[config.mk]
export PLATFORM = sky130hd
export DESIGN_NAME = csf_top
export DESIGN_NICKNAME = d
export VERILOG_FILES = /design/src/inc/csf_pkg.sv /design/src/csf_alu.sv /design/src/csf_top.sv
export SDC_FILE = /design/constraint.sdc
export NUM_CORES = 1
export LEC_CHECK = 0
export BUFFER_PORTS_ARGS = -buffer_cell sky130_fd_sc_hd__buf_2
export CAP_MARGIN = 20
export CORE_ASPECT_RATIO = 0.9
export CORE_MARGIN = 8
export CORE_UTILIZATION = 40
export DETAILED_ROUTE_END_ITERATION = 6
export GPL_TIMING_DRIVEN = 0
export PLACE_DENSITY_LB_ADDON = 0.1
export SKIP_CTS_REPAIR_TIMING = 1
export SLEW_MARGIN = 40
export SYNTH_ARGS = -nofsm -noshare
export SYNTH_HDL_FRONTEND = slang
export SYNTH_SLANG_ARGS = --single-unit
[constraint.sdc]
create_clock -name pclk -period 3 [get_ports pclk]
set_clock_uncertainty 0.2 [all_clocks]
set_input_delay 0.6 -clock pclk [delete_from_list [all_inputs] [get_ports pclk]]
set_output_delay 0.6 -clock pclk [all_outputs]
set_load 0.01 [all_outputs]
[src/inc/csf_pkg.sv]
// Functional notes
// (RL1) status bits 7..5 hold a 3-bit priority level; 111 blocks user interrupts.
// (RL2) core control bit 3 prefixes the level; one means levels 8..15, users off.
// (RL3) with the nesting-off bit set, software writes to the priority field are ignored.
// (RL4) bit 4 is set while a loop runs and clear otherwise.
// (RL5) bit 3 is set for a negative result, cleared otherwise.
// (RL6) bit 2 is set on signed overflow, cleared otherwise.
// (RL7) bit 1 is a sticky zero, cleared only by a non-zero zero-affecting result; the code instead sets it on every zero result of an alu command.
// (RL8) bit 0 is set on carry out of the msb, cleared otherwise.
// (RL9) a status write sets both clip flags directly or clears both via the combined bit.
// (RL10) software should not change the clip flags with single-bit read-modify-write.
// (RL11) unaffected flags hold; affected flags update in the result's cycle.
package csf_pkg;
   localparam logic [11:0] CSF_STATUS_OFFSET = 12'h000;
   localparam logic [11:0] CSF_CORE_CTRL_OFFSET = 12'h004;
   localparam logic [11:0] CSF_INT_CTRL_OFFSET = 12'h008;
   localparam logic [11:0] CSF_ALU_OFFSET = 12'h00C;
   localparam logic [11:0] CSF_ALU_CMD_OFFSET = 12'h010;
   localparam int CSF_BIT_CARRY = 0;
   localparam int CSF_BIT_ZERO = 1;
   localparam int CSF_BIT_WRAP = 2;
   localparam int CSF_BIT_NEG = 3;
   localparam int CSF_BIT_LOOP = 4;
   localparam int CSF_IPL_LSB = 5;
   localparam int CSF_IPL_MSB = 7;
   localparam int CSF_BIT_CLIPAB = 8;
   localparam int CSF_BIT_CLIPB = 9;
   localparam int CSF_BIT_CLIPA = 10;
   localparam int CSF_CORE_IPL3 = 3;
   localparam int CSF_NEST_OFF = 15;
   localparam logic [2:0] CSF_IPL_BLOCK = 3'h7;
   localparam logic [15:0] CSF_STATUS_RESET = 16'h0000;
   localparam logic [15:0] CSF_CTRL_RESET = 16'h0000;
   typedef enum logic [1:0] {CSF_OP_ADD, CSF_OP_SUB, CSF_OP_AND, CSF_OP_MOVE} csf_op_t;
endpackage

[src/csf_alu.sv]
`timescale 1ns/10ps
`default_nettype none
module csf_alu
   import csf_pkg::*;
#(
   parameter int WIDTH = 16
) (
   input wire logic [WIDTH-1:0] a,
   input wire logic [WIDTH-1:0] b,
   input wire csf_pkg::csf_op_t op,
   output logic [WIDTH-1:0] result,
   output logic neg,
   output logic wrap,
   output logic zero,
   output logic carry
);
   logic [WIDTH:0] sum;
   // sign and carry taps need at least two bits
   if (WIDTH < 2) begin : g_width_check
      $error("width too small");
   end
   always_comb begin
      sum = '0;
      wrap = 1'b0;
      case (op)
         CSF_OP_ADD: begin
            sum = {1'b0, a} + {1'b0, b};
            wrap = (a[WIDTH-1] == b[WIDTH-1]) && (sum[WIDTH-1] != a[WIDTH-1]); // [RL6]
         end
         CSF_OP_SUB: begin
            // carry is inverted borrow, as with a + ~b + 1
            sum = {1'b0, a} + {1'b0, ~b} + {{WIDTH{1'b0}}, 1'b1};
            wrap = (a[WIDTH-1] != b[WIDTH-1]) && (sum[WIDTH-1] != a[WIDTH-1]); // [RL6]
         end
         CSF_OP_AND: sum = {1'b0, a & b};
         default: sum = {1'b0, b};
      endcase
      result = sum[WIDTH-1:0];
      neg = sum[WIDTH-1]; // [RL5]
      zero = (sum[WIDTH-1:0] == '0);
      carry = sum[WIDTH]; // [RL8]
   end
endmodule
`default_nettype wire

[src/csf_top.sv]
// The implementer's own choices: the APB register port and the register addresses.
`timescale 1ns/10ps
`default_nettype none
module csf_top
   import csf_pkg::*;
(
   input wire logic pclk,
   input wire logic presetn,
   input wire logic psel,
   input wire logic penable,
   input wire logic pwrite,
   input wire logic [11:0] paddr,
   input wire logic [31:0] pwdata,
   input wire logic [3:0] pstrb,
   output logic [31:0] prdata,
   output logic pready,
   output logic pslverr,
   input wire logic loop_active,
   input wire logic clip_a_set,
   input wire logic clip_b_set,
   output logic [3:0] cpu_priority_level,
   output logic user_irq_blocked,
   output logic loop_busy_flag,
   output logic [15:0] alu_result
);
   import csf_pkg::*;

   // status is kept as one register per concern and assembled below, so no bit has two drivers
   logic [2:0] ipl_field;
   logic loop_bit;
   logic [3:0] alu_flags;
   logic clip_a;
   logic clip_b;
   logic [15:0] status;
   logic [15:0] core_control_reg;
   logic [15:0] interrupt_control_one;
   logic [15:0] op_a;
   logic [15:0] op_b;
   logic [15:0] res;
   logic neg;
   logic wrap;
   logic zero;
   logic carry;
   logic setup_phase;
   logic wr;
   logic rd;
   logic hit;
   logic sel_status;
   logic sel_core;
   logic sel_int;
   logic sel_alu;
   logic sel_cmd;
   logic status_wr_lo;
   logic status_wr_hi;
   logic ipl_wr;
   logic alu_go;
   logic arith_op;
   csf_op_t alu_op;
   logic [1:0] op_sel;
   logic clip_ab_clear;
   logic clip_direct;
   logic [31:0] next_prdata;

   // access decode
   assign setup_phase = psel && !penable;
   assign wr = psel && penable && pwrite && pready;
   assign rd = setup_phase && !pwrite;
   assign sel_status = (paddr == CSF_STATUS_OFFSET);
   assign sel_core = (paddr == CSF_CORE_CTRL_OFFSET);
   assign sel_int = (paddr == CSF_INT_CTRL_OFFSET);
   assign sel_alu = (paddr == CSF_ALU_OFFSET);
   assign sel_cmd = (paddr == CSF_ALU_CMD_OFFSET);
   assign hit = sel_status || sel_core || sel_int || sel_alu || sel_cmd;
   assign status_wr_lo = wr && sel_status && pstrb[0];
   assign status_wr_hi = wr && sel_status && pstrb[1];
   // only software writes are frozen; the level has no other source in this block
   assign ipl_wr = status_wr_lo && !interrupt_control_one[CSF_NEST_OFF]; // [RL3]
   assign alu_go = wr && sel_cmd && pstrb[0];
   assign op_sel = pwdata[1:0];
   assign alu_op = csf_op_t'(op_sel);
   assign arith_op = (alu_op == CSF_OP_ADD) || (alu_op == CSF_OP_SUB);
   // a cleared combined bit clears the pair; a set one lets bits 10 and 9 be written
   assign clip_ab_clear = status_wr_hi && !pwdata[CSF_BIT_CLIPAB]; // [RL9]
   assign clip_direct = status_wr_hi && pwdata[CSF_BIT_CLIPAB]; // [RL9]

   // combined clip bit mirrors the pair; upper bits unused
   assign status = {5'h00, clip_a, clip_b, clip_a | clip_b, ipl_field, loop_bit, alu_flags};

   csf_alu #(.WIDTH(16)) u_alu (
      .a(op_a),
      .b(op_b),
      .op(alu_op),
      .result(res),
      .neg(neg),
      .wrap(wrap),
      .zero(zero),
      .carry(carry)
   );

   always_comb begin
      next_prdata = 32'h0000_0000;
      if (sel_status) begin
         next_prdata = {16'h0000, status};
      end else if (sel_core) begin
         next_prdata = {16'h0000, core_control_reg};
      end else if (sel_int) begin
         next_prdata = {16'h0000, interrupt_control_one};
      end else if (sel_alu) begin
         next_prdata = {op_b, op_a};
      end
   end

   // single-cycle apb slave, no wait states
   always_ff @(posedge pclk or negedge presetn) begin
      if (!presetn) begin
         pready <= 1'b0;
         pslverr <= 1'b0;
      end else begin
         pready <= setup_phase;
         pslverr <= setup_phase && !hit;
      end
   end

   always_ff @(posedge pclk or negedge presetn) begin
      if (!presetn) begin
         prdata <= 32'h0000_0000;
      end else if (rd) begin
         prdata <= next_prdata;
      end
   end

   always_ff @(posedge pclk or negedge presetn) begin
      if (!presetn) begin
         core_control_reg <= CSF_CTRL_RESET;
      end else if (wr && sel_core) begin
         if (pstrb[0]) begin
            core_control_reg[7:0] <= pwdata[7:0];
         end
         if (pstrb[1]) begin
            core_control_reg[15:8] <= pwdata[15:8];
         end
      end
   end

   always_ff @(posedge pclk or negedge presetn) begin
      if (!presetn) begin
         interrupt_control_one <= CSF_CTRL_RESET;
      end else if (wr && sel_int) begin
         if (pstrb[0]) begin
            interrupt_control_one[7:0] <= pwdata[7:0];
         end
         if (pstrb[1]) begin
            interrupt_control_one[15:8] <= pwdata[15:8];
         end
      end
   end

   always_ff @(posedge pclk or negedge presetn) begin
      if (!presetn) begin
         op_a <= 16'h0000;
         op_b <= 16'h0000;
      end else if (wr && sel_alu) begin
         if (pstrb[0]) begin
            op_a[7:0] <= pwdata[7:0];
         end
         if (pstrb[1]) begin
            op_a[15:8] <= pwdata[15:8];
         end
         if (pstrb[2]) begin
            op_b[7:0] <= pwdata[23:16];
         end
         if (pstrb[3]) begin
            op_b[15:8] <= pwdata[31:24];
         end
      end
   end

   // priority field, software writable unless nesting is off
   always_ff @(posedge pclk or negedge presetn) begin
      if (!presetn) begin
         ipl_field <= CSF_STATUS_RESET[CSF_IPL_MSB:CSF_IPL_LSB];
      end else if (ipl_wr) begin // [RL3]
         ipl_field <= pwdata[CSF_IPL_MSB:CSF_IPL_LSB]; // [RL1]
      end
   end

   // loop flag follows the loop sequencer, read-only to software
   always_ff @(posedge pclk or negedge presetn) begin
      if (!presetn) begin
         loop_bit <= CSF_STATUS_RESET[CSF_BIT_LOOP];
      end else begin
         loop_bit <= loop_active; // [RL4]
      end
   end

   // alu flags: an alu command wins over a software write in the same cycle
   always_ff @(posedge pclk or negedge presetn) begin
      if (!presetn) begin
         alu_flags <= CSF_STATUS_RESET[CSF_BIT_NEG:CSF_BIT_CARRY];
      end else if (alu_go) begin
         alu_flags[CSF_BIT_NEG] <= neg; // [RL5]
         alu_flags[CSF_BIT_ZERO] <= zero; // [RL7]
         if (arith_op) begin // [RL11]
            alu_flags[CSF_BIT_WRAP] <= wrap; // [RL6]
            alu_flags[CSF_BIT_CARRY] <= carry; // [RL8]
         end
      end else if (status_wr_lo) begin
         alu_flags <= pwdata[CSF_BIT_NEG:CSF_BIT_CARRY];
      end
   end

   // clip flags: hardware set wins over a software clear, so no saturation event is lost
   always_ff @(posedge pclk or negedge presetn) begin
      if (!presetn) begin
         clip_a <= CSF_STATUS_RESET[CSF_BIT_CLIPA];
      end else if (clip_a_set) begin
         clip_a <= 1'b1;
      end else if (clip_ab_clear) begin
         clip_a <= 1'b0; // [RL9]
      end else if (clip_direct) begin
         clip_a <= pwdata[CSF_BIT_CLIPA]; // [RL9]
      end
   end

   always_ff @(posedge pclk or negedge presetn) begin
      if (!presetn) begin
         clip_b <= CSF_STATUS_RESET[CSF_BIT_CLIPB];
      end else if (clip_b_set) begin
         clip_b <= 1'b1;
      end else if (clip_ab_clear) begin
         clip_b <= 1'b0; // [RL9]
      end else if (clip_direct) begin
         clip_b <= pwdata[CSF_BIT_CLIPB]; // [RL9]
      end
   end

   always_ff @(posedge pclk or negedge presetn) begin
      if (!presetn) begin
         cpu_priority_level <= 4'h0;
         user_irq_blocked <= 1'b0;
         loop_busy_flag <= 1'b0;
      end else begin
         cpu_priority_level <= {core_control_reg[CSF_CORE_IPL3], ipl_field}; // [RL2]
         user_irq_blocked <= core_control_reg[CSF_CORE_IPL3] || (ipl_field == CSF_IPL_BLOCK); // [RL1] [RL2]
         loop_busy_flag <= loop_bit; // [RL4]
      end
   end

   always_ff @(posedge pclk or negedge presetn) begin
      if (!presetn) begin
         alu_result <= 16'h0000;
      end else if (alu_go) begin
         alu_result <= res; // [RL11]
      end
   end
endmodule
`default_nettype wire
==> results of run 1 <==
## stage by stage
| stage | util | worst slack [ns] | total power [uW] |
|---|---|---|---|
| global route | 0.504 | -0.587 | 4320 |
| finish | 0.504 | -0.397 | 4170 |
| global placement | 0.451 | -0.761 | 1990 |
| detailed placement | 0.453 | -0.760 | 2000 |
| CTS | 0.487 | -0.779 | 4220 |
| floorplan | - | 0.000890 | 1880 |
## synth_stat cells, types with 5 or more instances
| cell | number |
|---|---|
| dfrtp_1 | 130 |
| nand2_1 | 73 |
| mux2_2 | 68 |
| nor2_1 | 44 |
| o21ai_0 | 42 |
| inv_1 | 40 |
| ha_1 | 32 |
| a22o_1 | 26 |
| a21oi_1 | 25 |
| clkbuf_1 | 23 |
| buf_2 | 11 |
| mux4_2 | 11 |
| nor2b_1 | 11 |
| nand3_1 | 9 |
| mux2i_1 | 8 |
| nor3_1 | 8 |
| nand4_1 | 7 |
| o21a_1 | 7 |
| a211o_1 | 6 |
| o211ai_1 | 6 |
| a211oi_1 | 5 |
| a21o_1 | 5 |
| a22oi_1 | 5 |
| a31oi_1 | 5 |
| buf_1 | 5 |
| or2_2 | 5 |
| xnor2_1 | 5 |
## final timing paths
check | endpoint | slack [ns] | cells after the start
hold reg to reg | loop_busy_flag$_DFF_PN0_ | 0.18 | 0
max in group asynchronous | op_a[1]$_DFFE_PN0P_ | 1.37 | 3
setup / recovery | alu_flags[1]$_DFFE_PN0P_ | -0.40 | 12
setup reg to reg | alu_flags[1]$_DFFE_PN0P_ | -0.40 | 12
hold / removal | loop_bit$_DFF_PN0_ | 0.08 | 1
min in group asynchronous | prdata[17]$_DFFE_PN0P_ | 0.49 | 2
## kinds of logic (layout without fill, tap and decap cells)
group / after synthesis / count (layout) / share of synthesized area
buf+inv: 80 / 225 / 0.0428
mux: 88 / 88 / 0.153
fa+ha+maj: 34 / 34 / 0.0600
flops: 130 / 130 / 0.443
simple gates: 182 / 182 / 0.119
compound gates: 175 / 175 / 0.171
xor+xnor: 9 / 9 / 0.0107
## report_power, final
part / internal (uW) / switching (uW)
Combinational: 75.2 / 145
Sequential: 1760 / 1.18
Clock: 1330 / 865
Total: 3160 / 1010
## routing by layer
metal,up-vias,global-route usage,share of wire,routed length [um]
li1,2791,-,-,-
met1,2948,0.245,0.46,9920
met2,150,0.308,0.48,10200
met3,17,0.0472,0.049,1050
met4,0,0.0551,0.011,228
met5,-,0,0,0
## worst max-delay path, cell delays in order, from the launching register on
cell and delay (ns):
dfrtp_2 0.43, ha_4 0.16, inv_2 0.04, fa_2 0.52
inv_2 0.03, mux4_2 0.47, nor2_2 0.11, o2111ai_2 0.11
a31oi_1 0.20, nand4_1 0.14, a2111oi_2 0.40, o2111ai_2 0.23
o31ai_2 0.25
## cell type report
type / count / area, um^2 / area share
sequential: 130 / 3260 / 0.356
clock inverter: 15 / 196 / 0.0215
timing repair buffer: 116 / 628 / 0.0686
multi-input combinational: 488 / 4020 / 0.439
tap: 245 / 307 / 0.0335
buffer: 36 / 159 / 0.0174
clock buffer: 17 / 425 / 0.0465
inverter: 41 / 154 / 0.0168
==> impl_metrics.toml, run 1 <==
[status]
status = "finished with violations"
violations = "negative setup slack"

[layout]
largest_register_ffs = 32
area_growth_pct = 24.8
final_cell_mix = "123 x dfrtp_1, 118 x buf_2, 71 x nand2_1, 68 x mux2_2, 41 x nor2_1"
layout_commonest_cell = "dfrtp_1"
largest-register = "prdata"
fin_area_um2 = 9150
final_cells = 1088
drive_above_1_share = 0.362
antenna_cells = 0
nFillCells = 1719
nNetsFinal = 920

[floorplan]
core_area_um2 = 18200
die_x_um = 159
rows = 47
fp.dieH_um = 144
initial_core_util = 0.404
io_pins = 112
fp.dieArea_um2 = 22900

[logic_synthesis]
synthArstFlopShare = 1.00
yosysTopAreaCellShare = 0.443
ys_seq_area_frac = 0.443
syn-num-nets = 788
avgSynthCellArea_um2 = 10.5
synth_flop_cell = "dfrtp_1"
yosys_warnings = 0
yosysUniqueCellTypes = 70
synthCells = 698
synth_area_um2 = 7340
synth-edff-count = 0
ys_ff_latch = 130
synthTopCellsByArea = "dfrtp_1 44%, mux2_2 10%, ha_1 5.5%"
yosysTopAreaCell = "dfrtp_1"

[global_routing]
grt_start_max_net_pins = 77
grt_usage = 0.189
grt_pass1_wl_um = 33700
grt_overflow = 0
grt_pass1_vias = 6037
antenna_found_initial = 0

[placed_design]
place_area_um2 = 8230
dp_hpwl_um = 16100
placed_cells = 1054
portBuffers = 110
place.gp.congestion = 0.871

[pwr]
p_per_area_nw_per_um2 = 456
ir_worst_vdd_v = 0.000368
power_leakage_uw = 0.00449

[sta]
setup-tns-final_ns = -0.877
hold_viol = 0
period_needed_ns = 3.40
slew_viol_final = 0
hold_slack_ns = 0.0823
slew_headroom = 0.455
fmax_mhz = 294
worst_pin_slew_ns = 0.812
fin_ws_ns = -0.397
finalSetupViolCount = 7
fin_crit_sh = 1.13
grt_setup_unrepaired = "true"

[detailed_routing]
viasPerCell = 5.43
drc = 0
wl_per_cell_um = 19.6
vias = 5906
dr.pass1.iters = 5
first_iter_violations = 276
wirelength_um = 21400
ant_nets = 0

[hold_path]
min_path_type = "in -> reg"
min-delay-start = "loop_active"

[cts]
cts_tree = "yes"
clock_latency_ns = 0.42
clkSinkCount = 130
cts.reportedPaths.clkPinSlew_ns = 0.06
ctsHtreeMaxLevel = 4
cts_buffers = 17
clk_path_buf_depth = 2
cts-root-buf = "clkbuf_16"

[setup_path]
critPathLaunch = "op_a[0]$_DFFE_PN0P_"
critical_path_class = "reg -> reg"
cp-end-kind = "register"
path_max_fanout = 3
critPathRequiredTime_ns = 3.13
critPathLaunchType = "register"
crit_arrival_ns = 3.53
regToRegStartpoint = "op_a[0]$_DFFE_PN0P_"

[run]
maxCapViolCount = 0
Power figures use the tool's default switching activity.
==> run 2, diff against run 1 <==
--- a/config.mk
+++ b/config.mk
@@ -12,6 +12,7 @@
 export CORE_UTILIZATION = 40
 export DETAILED_ROUTE_END_ITERATION = 6
 export GPL_TIMING_DRIVEN = 0
+export HOLD_SLACK_MARGIN = 0.1
 export PLACE_DENSITY_LB_ADDON = 0.1
 export SKIP_CTS_REPAIR_TIMING = 1
 export SLEW_MARGIN = 40
==> constraint.sdc (replaced) <==
create_clock -name pclk -period 2.7 [get_ports pclk]
set_clock_uncertainty 0.2 [all_clocks]
set_input_delay 0.54 -clock pclk [delete_from_list [all_inputs] [get_ports pclk]]
set_output_delay 0.54 -clock pclk [all_outputs]
set_load 0.01 [all_outputs]
==> run 2 against run 1 <==
Compared with the run above: the flow still finishes with violations (negative setup slack); fmax rose by 2.7%; critical path depth did not move; worst hold slack improved by 0.041 ns; sequential share of layout area fell by 1.6 points; die area did not move; global-route usage rose by 0.62 points; sequential power rose by 11%; cell count rose by 2.5%; final area rose by 4.8%; sequential cell count did not move; clock power rose by 3%; setup slack got worse by 0.21 ns; critical path type unchanged; highest routed layer unchanged.
==> impl_metrics.toml, run 2 (same netlist as run 1, synthesis figures left out) <==
[pwr]
finalPower_uw = 4470
power_leakage_uw = 0.00468
p_per_area_nw_per_um2 = 466
ir_worst_vdd_v = 0.000435

[status]
status = "finished with violations"
violations = "negative setup slack"

[sta]
fin_crit_sh = 1.23
finalSetupViolCount = 11
hold_viol = 0
slew_headroom = 0.465
period_needed_ns = 3.31
worst_pin_slew_ns = 0.797
fmax_mhz = 302
fin_ws_ns = -0.608
grt_setup_unrepaired = "true"
slew_viol_final = 0

[setup_path]
crit_arrival_ns = 3.45
critPathLaunch = "op_a[0]$_DFFE_PN0P_"
worstSetupPathDepth = 12
critical_path_class = "reg -> reg"
cp-end-kind = "register"
crit_slowest_cell = "mux4_2"
cp_num_buf_inv = 2
critPathLaunchType = "register"
r2r_end = "alu_flags[1]$_DFFE_PN0P_"
crit_chain = "inv_2, ha_4, fa_1, inv_1, mux4_2, nor2_2, o2111ai_2, a31oi_1, nand4_1, a2111oi_4, o2111ai_4, o31ai_2"
slowest_delay_ns = 0.50
r2r_setup_slack_ns = -0.61
crit_end = "alu_flags[1]$_DFFE_PN0P_"
crit_family = "compound AO/OA/AOI/OAI gates"
regToRegStartpoint = "op_a[0]$_DFFE_PN0P_"
critPathRequiredTime_ns = 2.84
path_max_fanout = 3
reg2reg_depth = 12

[floorplan]
fp.dieH_um = 144
fp.dieArea_um2 = 22900
io_pins = 112
rows = 47
core_area_um2 = 18200
initial_core_util = 0.404
die_x_um = 159

[global_routing]
antenna_found_initial = 0
grt_overflow = 0
grt_start_max_net_pins = 71
grt_pass1_wl_um = 34900
grt_usage = 0.195
grt_pass1_vias = 6250

[placed_design]
place_ws_ns = -0.965
portBuffers = 110
dp_hpwl_um = 16500
placed_cells = 1054
place_area_um2 = 8280
place.gp.congestion = 0.867

[detailed_routing]
vias = 6114
first_iter_violations = 284
wl_per_cell_um = 19.8
ant_nets = 0
wirelength_um = 22100
drc = 0
dr.pass1.iters = 5
viasPerCell = 5.48

[layout]
fin_area_um2 = 9590
antenna_cells = 0
nFillCells = 1606
layout_commonest_cell = "dfrtp_1"
final_cells = 1115
final_cell_mix = "121 x dfrtp_1, 116 x buf_2, 70 x nand2_1, 68 x mux2_2, 40 x nor2_1"
area_growth_pct = 30.8
final_util = 0.528
largest_register_ffs = 32
nNetsFinal = 947
largest-register = "prdata"
drive_above_1_share = 0.417

[cts]
cts-root-buf = "clkbuf_16"
cts_buffers = 17
clock_latency_ns = 0.43
clkSinkCount = 130
ctsHtreeMaxLevel = 4
clk_path_buf_depth = 2
cts_tree = "yes"
cts.reportedPaths.clkPinSlew_ns = 0.06

[hold_path]
min-delay-start = "clip_b_set"
min_path_type = "in -> reg"
whs_path_depth = 2

[run]
maxCapViolCount = 0
run 2: cell count changes in the layout (fill, tap and decap cells not counted), sizes merged:
cell	previous run	this run
dlygate4sd3	1	4
clkinvlp	3	1
bufinv	3	1
inv	45	47
clkbuf	39	35
clkinv	5	7
buf	129	157
run 2: worst min-delay path by stage:
stage / to / slack (ns)
after floorplan: alu_flags[0]$_DFFE_PN0P_ / 0.04
after global placement: loop_busy_flag$_DFF_PN0_ / 0.17
after detailed placement: loop_busy_flag$_DFF_PN0_ / 0.18
after CTS: prdata[17]$_DFFE_PN0P_ / -0.12
after global routing: clip_b$_DFFE_PN0P_ / 0.12
final: clip_b$_DFFE_PN0P_ / 0.12
run 2: metal layers:
layer,vias up,wire (um),track usage
li1,2861,-,-
met5,-,0,0
met2,128,10600,0.319
met3,31,897,0.0481
met1,3094,10200,0.251
met4,0,422,0.0616
run 2: cell type report:
class / count / area (um^2) / share of cell area
sequential: 130 / 3260 / 0.340
timing repair buffer: 146 / 865 / 0.0901
multi-input combinational: 488 / 4260 / 0.444
inverter: 41 / 154 / 0.0160
clock buffer: 17 / 425 / 0.0444
buffer: 33 / 169 / 0.0176
clock inverter: 15 / 146 / 0.0153
tap: 245 / 307 / 0.0320
run 2: through the flow:
step	hold slack (ns)	setup TNS [ns]
global placement	0.170	-147.12
floorplan	0.0444	-0.378
global route	0.124	-5.41
CTS	-0.117	-10.90
detailed placement	0.182	-42.36
finish	0.123	-3.93
run 2: report_power, final:
group | internal (uW) | leakage, uW | switching, uW
Combinational | 94.4 | 0.00262 | 172
Sequential | 1950 | 0.00178 | 1.38
Clock | 1290 | 0.000281 | 962
Total | 3340 | 0.00468 | 1140
==> run 3, diff against run 2 <==
--- a/config.mk
+++ b/config.mk
@@ -19,3 +19,4 @@
 export SYNTH_ARGS = -nofsm -noshare
 export SYNTH_HDL_FRONTEND = slang
 export SYNTH_SLANG_ARGS = --single-unit
+export TNS_END_PERCENT = 20
==> run 3 against run 2 <==
Compared with the run above: fmax shrank 2.6%; the run still ends with negative setup slack left; highest routed layer unchanged; cell count down 1.3%; combinational power is 6% lower; clock power rose by 10%; register-to-register slack got worse by 0.09 ns; first-iteration DRC count up 5.3%; utilization is 1.5 points lower; routed wire length is 1.6% lower; via count down 1.4%.
==> impl_metrics.toml, run 3 (same netlist as run 1, synthesis figures left out) <==
[status]
status = "finished with violations"
violations = "negative setup slack"

[setup_path]
slowest_delay_ns = 0.43
reg2reg_depth = 12
critPathLaunchType = "register"
crit_slowest_cell = "dfrtp_2"
r2r_setup_slack_ns = -0.70
critical_path_class = "reg -> reg"
critPathLaunch = "op_b[0]$_DFFE_PN0P_"
cp-end-kind = "register"
r2r_end = "alu_flags[1]$_DFFE_PN0P_"
crit_chain = "ha_4, inv_2, fa_2, or2_4, a221oi_4, o22a_1, a311o_1, o41ai_4, a221o_1, nor2_2, o2111ai_2, o31ai_2"
critPathRequiredTime_ns = 2.83
regToRegStartpoint = "op_b[0]$_DFFE_PN0P_"
cp_num_buf_inv = 1
crit_family = "compound AO/OA/AOI/OAI gates"
crit_arrival_ns = 3.53
path_max_fanout = 5

[detailed_routing]
vias = 6026
wl_per_cell_um = 19.8
dr.pass1.iters = 4
first_iter_violations = 299
wirelength_um = 21800
viasPerCell = 5.48
ant_nets = 0
drc = 0

[layout]
fin_area_um2 = 9330
final_cell_mix = "119 x dfrtp_1, 117 x buf_2, 69 x nand2_1, 68 x mux2_2, 41 x nor2_1"
largest_register_ffs = 32
layout_commonest_cell = "dfrtp_1"
area_growth_pct = 27.1
drive_above_1_share = 0.388
antenna_cells = 0
nNetsFinal = 932
largest-register = "prdata"

[sta]
worst_pin_slew_ns = 0.802
hold_viol = 0
fin_crit_sh = 1.26
fmax_mhz = 294
finalSetupViolCount = 10
slew_headroom = 0.461
period_needed_ns = 3.40
slew_viol_final = 0
grt_setup_unrepaired = "true"
fin_ws_ns = -0.696
hold_slack_ns = 0.108

[floorplan]
initial_core_util = 0.404
fp.dieArea_um2 = 22900
fp.dieH_um = 144
io_pins = 112
die_x_um = 159
core_area_um2 = 18200
rows = 47

[cts]
clock_latency_ns = 0.43
cts_buffers = 17
clkSinkCount = 130
ctsHtreeMaxLevel = 4
cts.reportedPaths.clkPinSlew_ns = 0.06
cts-root-buf = "clkbuf_16"
cts_tree = "yes"
clk_path_buf_depth = 2

[hold_path]
whs_path_depth = 2
min_to = "pready$_DFF_PN0_"
min-delay-start = "penable"
min_path_type = "in -> reg"

[placed_design]
place_area_um2 = 8240
dp_hpwl_um = 16100
place.gp.congestion = 0.849
portBuffers = 110

[pwr]
power_leakage_uw = 0.00459
finalPower_uw = 4680
ir_worst_vdd_v = 0.000401
p_per_area_nw_per_um2 = 502

[global_routing]
grt_pass1_wl_um = 34500
grt_start_max_net_pins = 73
grt_overflow = 0
antenna_found_initial = 0
grt_pass1_vias = 6257
grt_usage = 0.192

[run]
maxCapViolCount = 0
[run 3: cell count changes in the layout (fill, tap and decap cells not counted), sizes merged]
| cell | before | now |
|---|---|---|
| dlygate4sd3 | 4 | 2 |
| clkbuf | 35 | 41 |
| bufinv | 1 | 3 |
| inv | 47 | 49 |
| clkinvlp | 1 | 0 |
| buf | 157 | 139 |
| clkinv | 7 | 3 |
[run 3: area by class of cell]
cell class	instances	area, um^2
Fill cell	1666	8850
Clock buffer	18	439
Buffer	36	165
Tap cell	245	307
Timing Repair Buffer	128	721
Multi-Input combinational cell	488	4090
Inverter	41	154
Sequential cell	130	3270
Clock inverter	14	188
[run 3: power by group]
group | leakage (uW) | switching, uW | internal (uW) | total [uW]
logic | 0.00250 | 163 | 86.8 | 250
registers | 0.00178 | 1.41 | 1950 | 1950
clock network | 0.000311 | 969 | 1510 | 2480
[run 3: through the flow]
stage / setup slack [ns] / setup TNS, ns / std cells / utilization
3_5_place_dp: -1.01 / -45.35 / 1054 / 0.453
2_1_floorplan: -0.240 / -1.00 / 698 / -
3_3_place_gp: -0.982 / -143.58 / 1053 / 0.451
5_1_grt: -0.749 / -5.17 / 1100 / 0.513
4_1_cts: -1.04 / -13.15 / 1086 / 0.488
6_report: -0.696 / -3.79 / 1100 / 0.513
[run 3: worst max-delay path by stage]
stage | to | slack (ns) | depth (start not counted)
final | alu_flags[1]$_DFFE_PN0P_ | -0.70 | 12
after global routing | alu_flags[1]$_DFFE_PN0P_ | -0.75 | 12
after CTS | alu_flags[1]$_DFFE_PN0P_ | -1.04 | 12
after detailed placement | alu_flags[1]$_DFFE_PN0P_ | -1.01 | 12
after global placement | alu_flags[1]$_DFFE_PN0P_ | -0.98 | 12
after floorplan | alu_flags[1]$_DFFE_PN0P_ | -0.24 | 12
[run 3: per-layer routing]
layer / GRT usage / vias to the layer above / wire length [um]
met1: 0.249 / 3036 / 9920
met5: 0 / - / 0
met3: 0.0521 / 17 / 1070
met4: 0.0455 / 0 / 268
met2: 0.316 / 143 / 10500
li1: - / 2830 / -
